==> src/shared/ldc_params.svh <==
`ifndef LDC_PARAMS_SVH
`define LDC_PARAMS_SVH
`define LDC_OFF_WORD_A 8'h00
`define LDC_OFF_WORD_B 8'h04
`define LDC_OFF_WORD_C 8'h08
`define LDC_OFF_ADDR 8'h0C
`define LDC_OFF_CTRL 8'h10
`define LDC_OFF_MANUAL_DATA_A 8'h14
`define LDC_OFF_MANUAL_DATA_B 8'h18
`define LDC_OFF_MANUAL_DATA_C 8'h1C
`define LDC_OFF_MANUAL_ADDR 8'h20
`define LDC_OFF_AUX_DATA_A 8'h24
`define LDC_OFF_AUX_DATA_B 8'h28
`define LDC_OFF_AUX_DATA_C 8'h2C
`define LDC_OFF_AUX_ADDR 8'h30
`define LDC_OFF_STATUS 8'h34
`define LDC_OFF_SPEED 8'h38
`define LDC_OFF_STROBE 8'h3C
`define LDC_CTRL_SEL_LSB 0
`define LDC_CTRL_RUN_BIT 2
`define LDC_CTRL_CLEAR_LSB 4
`define LDC_SPEED_RESET 16'h00FF
`define LDC_SCAN_LAST_LINE 6'h2F
`define LDC_JUMPER_BLOCK 8'h00
`define LDC_RESP_OKAY 2'b00
`define LDC_RESP_SLVERR 2'b10
`endif

==> src/shared/ldc_pkg.sv <==
package ldc_pkg;
    typedef enum logic [1:0] {
        LDC_SRC_HOST,
        LDC_SRC_MANUAL,
        LDC_SRC_SCANNER,
        LDC_SRC_AUX
    } ldc_src_t;
    typedef struct packed {
        logic [15:0] addr;
        logic [47:0] data;
        logic strobe;
        logic spare;
    } ldc_bus_t;
    typedef struct packed {
        logic [31:0] addr;
        logic valid;
    } ldc_ax_t;
endpackage

==> src/ldc_top.sv <==
// Summary of operation
// host sees four sixteen-bit lamp registers
// three words carry forty-eight light bits
// bit one lights the lamp, zero darkens it
// fourth word selects the group of forty-eight lights
// group decoding uses only the low twelve address bits
// host writes the four words in a fixed order
// last word written strobes data and address to latches
// lamp test forces its sixteen outputs on, over everything
// twelve cards of forty-eight latches, strobe chosen by slot
// decoder answers one of 256 jumper-selected blocks of sixteen
// sixteen card strobes decoded, only first twelve used
// a card's three clears act as one clear
// cage driven by 66-line bus: 64 lines, strobe, spare
// selector enables exactly one of four bus sources
// scanner gives 4-bit address, one data line, strobe
// scanner walks the 48 lines from address zero, strobing each
// after 48 lines scanner address increments by one
// scanner address low four bits, panel word upper eight
// scanner covers addresses zero to fifteen
// stopping the scanner resets its counter to zero
// scanner step rate set by a speed value
// latches hold until next addressed strobe or clear
`include "ldc_params.svh"
module ldc_top
    import ldc_pkg::*;
(
    input wire logic aclk,
    input wire logic aresetn,
    input wire logic [31:0] s_axi_awaddr,
    input wire logic s_axi_awvalid,
    output logic s_axi_awready,
    input wire logic [31:0] s_axi_wdata,
    input wire logic [3:0] s_axi_wstrb,
    input wire logic s_axi_wvalid,
    output logic s_axi_wready,
    output logic [1:0] s_axi_bresp,
    output logic s_axi_bvalid,
    input wire logic s_axi_bready,
    input wire logic [31:0] s_axi_araddr,
    input wire logic s_axi_arvalid,
    output logic s_axi_arready,
    output logic [31:0] s_axi_rdata,
    output logic [1:0] s_axi_rresp,
    output logic s_axi_rvalid,
    input wire logic s_axi_rready,
    input wire logic [35:0] lamp_test,
    input wire logic [11:0] card_clear,
    output logic [575:0] lamp_out
);
    logic [47:0] host_data_reg;
    logic [15:0] host_addr_reg;
    logic host_strobe_reg;
    logic [47:0] manual_data_reg;
    logic [15:0] manual_addr_reg;
    logic manual_strobe_reg;
    logic [47:0] aux_data_reg;
    logic [15:0] aux_addr_reg;
    logic aux_strobe_reg;
    logic [1:0] sel_reg;
    logic run_reg;
    logic [11:0] sw_clear_reg;
    logic [15:0] speed_reg;
    logic [15:0] rate_cnt_reg;
    logic step_reg;
    logic [5:0] line_reg;
    logic [3:0] scan_addr_reg;
    logic scan_strobe_reg;
    ldc_bus_t bus_reg;
    logic [47:0] latch_reg [0:11];
    ldc_ax_t aw_reg;
    logic [31:0] wdata_reg;
    logic [3:0] wstrb_reg;
    logic wd_valid_reg;
    logic [1:0] bresp_reg;
    logic bvalid_reg;
    logic arready_reg;
    logic [31:0] rdata_reg;
    logic [1:0] rresp_reg;
    logic rvalid_reg;
    logic [575:0] lamp_reg;
    logic do_write;
    logic [7:0] woff;
    logic [15:0] wval;
    logic wmapped;
    logic [31:0] rd_next;
    logic rmapped;
    ldc_bus_t bus_next;
    logic [47:0] scan_line;

    assign do_write = aw_reg.valid && wd_valid_reg && !bvalid_reg;
    assign woff = aw_reg.addr[7:0];
    assign wval = {wstrb_reg[1] ? wdata_reg[15:8] : 8'h00,
                   wstrb_reg[0] ? wdata_reg[7:0] : 8'h00};

    // axi write address and data capture
    always_ff @(posedge aclk) begin
        if (!aresetn) begin
            aw_reg <= '0;
            wdata_reg <= 32'h00000000;
            wstrb_reg <= 4'h0;
            wd_valid_reg <= 1'b0;
        end else begin
            if (s_axi_awvalid && !aw_reg.valid) begin
                aw_reg <= '{addr: s_axi_awaddr, valid: 1'b1};
            end else if (do_write) begin
                aw_reg.valid <= 1'b0;
            end
            if (s_axi_wvalid && !wd_valid_reg) begin
                wdata_reg <= s_axi_wdata;
                wstrb_reg <= s_axi_wstrb;
                wd_valid_reg <= 1'b1;
            end else if (do_write) begin
                wd_valid_reg <= 1'b0;
            end
        end
    end

    always_comb begin
        wmapped = 1'b1;
        unique case (woff)
            `LDC_OFF_WORD_A, `LDC_OFF_WORD_B, `LDC_OFF_WORD_C, `LDC_OFF_ADDR,
            `LDC_OFF_CTRL, `LDC_OFF_MANUAL_DATA_A, `LDC_OFF_MANUAL_DATA_B,
            `LDC_OFF_MANUAL_DATA_C, `LDC_OFF_MANUAL_ADDR, `LDC_OFF_AUX_DATA_A,
            `LDC_OFF_AUX_DATA_B, `LDC_OFF_AUX_DATA_C, `LDC_OFF_AUX_ADDR,
            `LDC_OFF_SPEED, `LDC_OFF_STROBE: wmapped = 1'b1;
            default: wmapped = 1'b0;
        endcase
        if (aw_reg.addr[31:8] != 24'h000000) begin
            wmapped = 1'b0;
        end
    end

    // write response
    always_ff @(posedge aclk) begin
        if (!aresetn) begin
            bvalid_reg <= 1'b0;
            bresp_reg <= `LDC_RESP_OKAY;
        end else if (do_write) begin
            bvalid_reg <= 1'b1;
            bresp_reg <= wmapped ? `LDC_RESP_OKAY : `LDC_RESP_SLVERR;
        end else if (s_axi_bready) begin
            bvalid_reg <= 1'b0;
        end
    end

    // host lamp words
    always_ff @(posedge aclk) begin
        if (!aresetn) begin
            host_data_reg <= 48'h000000000000;
            host_addr_reg <= 16'h0000;
            host_strobe_reg <= 1'b0;
        end else begin
            host_strobe_reg <= 1'b0;
            if (do_write && aw_reg.addr[31:8] == 24'h000000) begin
                unique case (woff)
                    `LDC_OFF_WORD_A: host_data_reg[15:0] <= wval;
                    `LDC_OFF_WORD_B: host_data_reg[31:16] <= wval;
                    `LDC_OFF_WORD_C: host_data_reg[47:32] <= wval;
                    // address word last, strobes
                    `LDC_OFF_ADDR: begin
                        host_addr_reg <= wval;
                        host_strobe_reg <= 1'b1;
                    end
                    default: ;
                endcase
            end
        end
    end

    // manual panel and auxiliary source words
    always_ff @(posedge aclk) begin
        if (!aresetn) begin
            manual_data_reg <= 48'h000000000000;
            manual_addr_reg <= 16'h0000;
            manual_strobe_reg <= 1'b0;
            aux_data_reg <= 48'h000000000000;
            aux_addr_reg <= 16'h0000;
            aux_strobe_reg <= 1'b0;
        end else begin
            manual_strobe_reg <= 1'b0;
            aux_strobe_reg <= 1'b0;
            if (do_write && aw_reg.addr[31:8] == 24'h000000) begin
                unique case (woff)
                    `LDC_OFF_MANUAL_DATA_A: manual_data_reg[15:0] <= wval;
                    `LDC_OFF_MANUAL_DATA_B: manual_data_reg[31:16] <= wval;
                    `LDC_OFF_MANUAL_DATA_C: manual_data_reg[47:32] <= wval;
                    `LDC_OFF_MANUAL_ADDR: manual_addr_reg <= wval;
                    `LDC_OFF_AUX_DATA_A: aux_data_reg[15:0] <= wval;
                    `LDC_OFF_AUX_DATA_B: aux_data_reg[31:16] <= wval;
                    `LDC_OFF_AUX_DATA_C: aux_data_reg[47:32] <= wval;
                    `LDC_OFF_AUX_ADDR: aux_addr_reg <= wval;
                    `LDC_OFF_STROBE: begin
                        manual_strobe_reg <= wval[0];
                        aux_strobe_reg <= wval[1];
                    end
                    default: ;
                endcase
            end
        end
    end

    // control, clears and speed
    always_ff @(posedge aclk) begin
        if (!aresetn) begin
            sel_reg <= 2'h0;
            run_reg <= 1'b0;
            sw_clear_reg <= 12'h000;
            speed_reg <= `LDC_SPEED_RESET;
        end else if (do_write && aw_reg.addr[31:8] == 24'h000000) begin
            // source select written here
            if (woff == `LDC_OFF_CTRL) begin
                sel_reg <= wdata_reg[`LDC_CTRL_SEL_LSB +: 2];
                run_reg <= wdata_reg[`LDC_CTRL_RUN_BIT];
                sw_clear_reg <= wdata_reg[`LDC_CTRL_CLEAR_LSB +: 12];
            end
            if (woff == `LDC_OFF_SPEED) begin
                speed_reg <= wval;
            end
        end
    end

    // scan rate divider
    always_ff @(posedge aclk) begin
        if (!aresetn || !run_reg) begin
            rate_cnt_reg <= 16'h0000;
            step_reg <= 1'b0;
        end else if (rate_cnt_reg >= speed_reg) begin
            rate_cnt_reg <= 16'h0000;
            step_reg <= 1'b1;
        end else begin
            rate_cnt_reg <= rate_cnt_reg + 16'h0001;
            step_reg <= 1'b0;
        end
    end

    // scanner walk
    always_ff @(posedge aclk) begin
        // stop zeroes the walk
        if (!aresetn || !run_reg) begin
            line_reg <= 6'h00;
            scan_addr_reg <= 4'h0;
            scan_strobe_reg <= 1'b0;
        end else begin
            // strobe after each step
            scan_strobe_reg <= step_reg;
            if (scan_strobe_reg) begin
                // next group after last line
                if (line_reg == `LDC_SCAN_LAST_LINE) begin
                    line_reg <= 6'h00;
                    scan_addr_reg <= scan_addr_reg + 4'h1;
                end else begin
                    line_reg <= line_reg + 6'h01;
                end
            end
        end
    end

    // one-hot scan line
    assign scan_line = 48'h000000000001 << line_reg;

    // source select
    always_comb begin
        bus_next = '0;
        unique case (ldc_src_t'(sel_reg))
            LDC_SRC_HOST:
                bus_next = '{host_addr_reg, host_data_reg, host_strobe_reg, 1'b0};
            LDC_SRC_MANUAL:
                bus_next = '{manual_addr_reg, manual_data_reg, manual_strobe_reg, 1'b0};
            // low four bits from scanner
            LDC_SRC_SCANNER: bus_next = '{{4'h0, manual_addr_reg[11:4], scan_addr_reg},
                                          scan_line, scan_strobe_reg, 1'b0};
            LDC_SRC_AUX: bus_next = '{aux_addr_reg, aux_data_reg, aux_strobe_reg, 1'b0};
        endcase
    end

    always_ff @(posedge aclk) begin
        if (!aresetn) begin
            bus_reg <= '0;
        end else begin
            bus_reg <= bus_next;
        end
    end

    // card latches
    always_ff @(posedge aclk) begin
        if (!aresetn) begin
            for (int c = 0; c < 12; c++) begin
                latch_reg[c] <= 48'h000000000000;
            end
        end else begin
            // strobes 12 to 15 drive nothing
            for (int c = 0; c < 12; c++) begin
                // clear beats strobe
                if (card_clear[c] || sw_clear_reg[c]) begin
                    latch_reg[c] <= 48'h000000000000;
                end else if (bus_reg.strobe && bus_reg.addr[11:4] == `LDC_JUMPER_BLOCK
                             && bus_reg.addr[3:0] == 4'(c)) begin
                    latch_reg[c] <= bus_reg.data;
                end
            end
        end
    end

    // drivers with lamp test
    always_ff @(posedge aclk) begin
        if (!aresetn) begin
            lamp_reg <= '0;
        end else begin
            for (int c = 0; c < 12; c++) begin
                for (int g = 0; g < 3; g++) begin
                    lamp_reg[c*48 + g*16 +: 16] <= lamp_test[c*3 + g] ? 16'hFFFF
                                                   : latch_reg[c][g*16 +: 16];
                end
            end
        end
    end

    // read side
    always_comb begin
        rd_next = 32'h00000000;
        rmapped = (s_axi_araddr[31:8] == 24'h000000);
        unique case (s_axi_araddr[7:0])
            `LDC_OFF_CTRL: rd_next = {16'h0000, sw_clear_reg, 1'b0, run_reg, sel_reg};
            `LDC_OFF_SPEED: rd_next = {16'h0000, speed_reg};
            `LDC_OFF_STATUS: rd_next = {22'h000000, scan_addr_reg, line_reg};
            `LDC_OFF_WORD_A, `LDC_OFF_WORD_B, `LDC_OFF_WORD_C, `LDC_OFF_ADDR,
            `LDC_OFF_MANUAL_DATA_A, `LDC_OFF_MANUAL_DATA_B, `LDC_OFF_MANUAL_DATA_C,
            `LDC_OFF_MANUAL_ADDR, `LDC_OFF_AUX_DATA_A, `LDC_OFF_AUX_DATA_B,
            `LDC_OFF_AUX_DATA_C, `LDC_OFF_AUX_ADDR, `LDC_OFF_STROBE: rd_next = 32'h00000000;
            default: rmapped = 1'b0;
        endcase
    end

    always_ff @(posedge aclk) begin
        if (!aresetn) begin
            arready_reg <= 1'b0;
            rvalid_reg <= 1'b0;
            rdata_reg <= 32'h00000000;
            rresp_reg <= `LDC_RESP_OKAY;
        end else begin
            arready_reg <= 1'b0;
            if (rvalid_reg) begin
                if (s_axi_rready) begin
                    rvalid_reg <= 1'b0;
                end
            end else if (s_axi_arvalid && !arready_reg) begin
                arready_reg <= 1'b1;
                rvalid_reg <= 1'b1;
                rdata_reg <= rd_next;
                rresp_reg <= rmapped ? `LDC_RESP_OKAY : `LDC_RESP_SLVERR;
            end
        end
    end

    always_ff @(posedge aclk) begin
        if (!aresetn) begin
            s_axi_awready <= 1'b0;
            s_axi_wready <= 1'b0;
        end else begin
            s_axi_awready <= s_axi_awvalid && !aw_reg.valid && !s_axi_awready;
            s_axi_wready <= s_axi_wvalid && !wd_valid_reg && !s_axi_wready;
        end
    end

    assign s_axi_bvalid = bvalid_reg;
    assign s_axi_bresp = bresp_reg;
    assign s_axi_arready = arready_reg;
    assign s_axi_rvalid = rvalid_reg;
    assign s_axi_rdata = rdata_reg;
    assign s_axi_rresp = rresp_reg;
    assign lamp_out = lamp_reg;
endmodule

==> config.mk <==
export PLATFORM = sky130hd
export DESIGN_NAME = ldc_top
export DESIGN_NICKNAME = d
export VERILOG_FILES = /design/src/shared/ldc_pkg.sv /design/src/ldc_top.sv
export VERILOG_INCLUDE_DIRS = /design/src /design/src/shared
export SDC_FILE = /design/constraint.sdc
export NUM_CORES = 2
export LEC_CHECK = 0
export BUFFER_PORTS_ARGS = -buffer_cell sky130_fd_sc_hd__clkbuf_2
export CORE_AREA = 2 2 278 390
export DETAILED_ROUTE_END_ITERATION = 8
export DIE_AREA = 0 0 280 392
export GPL_TIMING_DRIVEN = 1
export PLACE_DENSITY_LB_ADDON = 0.05
export SLEW_MARGIN = 40
export SYNTH_ARGS = -nofsm -noshare
export SYNTH_HDL_FRONTEND = slang
export SYNTH_SLANG_ARGS = --single-unit
==> constraint.sdc <==
create_clock -name aclk -period 6.75 [get_ports aclk]
set_input_delay 0.675 -clock aclk [delete_from_list [all_inputs] [get_ports aclk]]
set_output_delay 0.675 -clock aclk [all_outputs]
set_load 0.02 [all_outputs]
==> results.toml <==
[status]
outcome = "complete, no violations"

[cts]
buffer_type_at_the_clock_tree_root = "clkbuf_16"
ctsResizeCount = 0
tritoncts.num_buffers = 144
cts_hold_repair.buffers = 0
post_cts_buffers = 0
clk-insertion-delay-late_ns = 0.77
clock_tree_from_tritoncts = "done"
clockBufferDepth = 3
path_clk_slew_ns = 0.07
h_tree_depth_reported_by_cts = 4
clock_sinks = 1531

[timing]
worst_slew_margin_rel = 0.3741
clock_skew_ns = 0.02545
clock.fmax_mhz = 290.8
timing.hold.ws_ns = 0.1263
finalCritPeriodShare = 0.5094
hold_violations = 0
rsz_0062_raised_after_global_routing = "false"
setup-tns-final_ns = 0
worst_slew_pin_slew_ns = 0.9316
finalMaxSlewViolations = 0
setup-violations-final = 0
shortest_clock_period_the_worst_path_allows_after_layout_ns = 3.439

[power_and_ir_drop]
powerDensity_mw_per_mm2 = 309.7
vdd.ir_drop.worst_uv = 281.9
power_leakage_uw = 0.02729
power.total_uw = 19620

[detailed_routing]
viasPerCell = 5.246
vias = 36951
drc = 0
antenna_left = 0
dr.pass1.iters = 5
drt_iter0_markers = 3468
routed_wl_mm = 170.4
avgRoutedWirePerCell_um = 24.20

[global_route]
grt_pass1_wl_mm = 242.0
pin_count_of_the_biggest_net_entering_global_routing = 122
grt_antenna_before_repair = 20
global_route.usage.total = 0.3072
gr-total-overflow = 0
first_global_vias = 34693

[die]
initial_utilization = 0.5062
die-area_mm2 = 0.1098
placeable_area_mm2 = 0.1064
fp.dieW_um = 280
fp.dieH_um = 392
top_level_ports = 772
core.rowCount = 142

[placement]
gpl.final_weighted_congestion = 0.9368
dpl.hpwl_mm = 114.7
portbufs = 735

[critical_path]
critPathRequiredTime_ns = 7.14
critical_path_peak_fanout = 38
worst_r2r_dst = "latch_reg[0][19]$_SDFFCE_PN0P_"
crit-reg2reg-launch = "bus_reg[58]$_SDFF_PN0_"
timing.reg2reg.setup_slack_ns = 3.31
path_depth_of_the_worst_reg2reg_path = 5
timing_worst_setup_path_type = "reg -> reg"
crit_path_start_kind = "flip-flop"
worst_setup_path_end_kind = "flip-flop"
worst_ep_arrival_time_ns = 3.83

[layout]
post_route_cells_drive_above_1_share = 0.1944
area_growth_syn_to_layout_pct = 17.61
nets = 5724
num-fill-cells = 8940

[logic_synthesis]
yosys_register_bits = 1531
netlist_area_mm2 = 0.05387
synth-edff-count = 576
postSynthAreaPerCell_um2 = 10.79
asyncSetResetFlopFracSynth = 0
postSynth.topFlopCell = "dfxtp_1"
synth-warning-count = 0
syn_inst = 4992
seq_area_frac_synth = 0.6760
netlist-cell-type-count = 62

[worst_hold_path]
hp-start = "s_axi_wdata[11]"
worst_hold_path_type = "in -> reg"
timing.hold.worst_endpoint = "wdata_reg[11]$_SDFFE_PN0P_"
hold-path-cell-count = 3

[job]
max_cap_violations = 0
## placed cells by master, fill, tap and decap left out, drive strengths merged, types with 4 or more instances in the layout
cell and n:
nand3b 5, o31ai 15, a211oi 17, edfxtp 576, buf 60, conb 18, nor2b 15, nor4 47
a21oi 128, nor3 20, and2 595, nand4 26, xnor2 17, mux2i 200, or2 4, diode 10
mux4 5, nor3b 5, or4b 4, clkbuf 946, clkinv 35, ha 24, nand2b 10, bufinv 10
nor2 1199, a222oi 5, or3 5, nand3 32, a22oi 7, o41ai 8, or4 12, dfxtp 955
inv 39, o21ai 117, o211ai 11, nand2 460
## worst max-delay path, cell delays in order (launching register included)
cell and delay, ns:
dfxtp_1 0.30, nor4b_1 0.46, nand4b_1 0.60, nor4_2 0.42, nand3b_1 0.54, buf_4 0.72
## report_power, final
| part | switching (µW) | internal, µW |
|---|---|---|
| Clock | 3520 | 4730 |
| Sequential | 221 | 9960 |
| Combinational | 872 | 321 |
## metrics by stage
step	utilization	cell area (µm²)	cells	setup slack, ns
CTS	0.5944	63260	7030	3.238
floorplan	-	53930	5009	1.490
detailed placement	0.5493	58460	6764	2.912
global route	0.5951	63330	7033	3.063
global placement	0.5476	58280	6762	2.704
finish	0.5953	63350	7043	3.311
## worst max path at each step
stage / startpoint / endpoint / slack (ns) / cells after the start
2_1_floorplan: bus_reg[58]$_SDFF_PN0_ / latch_reg[0][100]$_SDFFCE_PN0P_ / 1.49 / 3
3_3_place_gp: aresetn / latch_reg[2][155]$_SDFFCE_PN0P_ / 2.70 / 6
4_1_cts: bus_reg[58]$_SDFF_PN0_ / latch_reg[0][152]$_SDFFCE_PN0P_ / 3.24 / 5
3_5_place_dp: aresetn / latch_reg[2][173]$_SDFFCE_PN0P_ / 2.91 / 6
5_1_grt: bus_reg[58]$_SDFF_PN0_ / latch_reg[0][23]$_SDFFCE_PN0P_ / 3.06 / 5
6_report: bus_reg[58]$_SDFF_PN0_ / latch_reg[0][19]$_SDFFCE_PN0P_ / 3.31 / 5
## cell usage after synthesis (3+ instances only)
| cell type | number | share of area |
|---|---|---|
| nand3_1 | 32 | 0.0030 |
| nand3b_1 | 5 | 0.00070 |
| nand2_1 | 460 | 0.032 |
| nor3_1 | 20 | 0.0019 |
| ha_1 | 24 | 0.0056 |
| buf_2 | 10 | 0.00093 |
| nor2b_1 | 15 | 0.0017 |
| or3_1 | 5 | 0.00058 |
| a21oi_1 | 128 | 0.012 |
| nor4b_1 | 3 | 0.00049 |
| a22oi_1 | 7 | 0.00098 |
| clkbuf_1 | 358 | 0.025 |
| nand4_1 | 26 | 0.0030 |
| or4_4 | 4 | 0.00084 |
| a222oi_1 | 5 | 0.00093 |
| nor3b_1 | 5 | 0.00070 |
| xnor2_1 | 17 | 0.0028 |
| edfxtp_1 | 576 | 0.32 |
| o211ai_1 | 11 | 0.0015 |
| o21ai_0 | 117 | 0.011 |
| inv_1 | 29 | 0.0020 |
| xor2_1 | 3 | 0.00049 |
| or4_1 | 8 | 0.0011 |
| or2_2 | 4 | 0.00046 |
| buf_4 | 19 | 0.0026 |
| or4b_2 | 4 | 0.00074 |
| o41ai_1 | 8 | 0.0013 |
| nor2_1 | 1199 | 0.084 |
| a211oi_1 | 17 | 0.0024 |
| and2_1 | 595 | 0.069 |
| buf_1 | 13 | 0.00091 |
| nand2b_1 | 10 | 0.0012 |
| o31ai_1 | 15 | 0.0021 |
| mux2i_1 | 200 | 0.037 |
| dfxtp_1 | 955 | 0.35 |
| mux4_2 | 5 | 0.0021 |
| nor4_1 | 46 | 0.0053 |
## cells by family after synthesis
logic type                 synth area share
xor gates and xnor gates           0.003252
and+or+nand+nor                      0.2083
adders and majority gates          0.005574
AOI/OAI and AO/OA                   0.03486
buffers and inverters               0.03268
DFF                                  0.6760
muxes                               0.03925
other                            0.00006961
## routing by layer
layer / up-vias / share of wire / track usage
met3: 298 / 0.068 / 0.05103
met1: 17818 / 0.39 / 0.3874
met5: - / 0.00022 / 0
met2: 1434 / 0.49 / 0.5162
li1: 17395 / - / -
met4: 6 / 0.048 / 0.1428
## layout make-up
type | count | area [µm²] | area share
Sequential cell | 1531 | 36460 | 0.5755
Multi-Input combinational cell | 3044 | 16020 | 0.2529
Timing Repair Buffer | 794 | 4208 | 0.06642
Clock buffer | 212 | 4204 | 0.06636
Tap cell | 1368 | 1712 | 0.02702
Clock inverter | 54 | 601.8 | 0.009499
Inverter | 30 | 120.1 | 0.001896
Antenna cell | 10 | 25.02 | 0.0003950
Power figures use the tool's default switching activity.
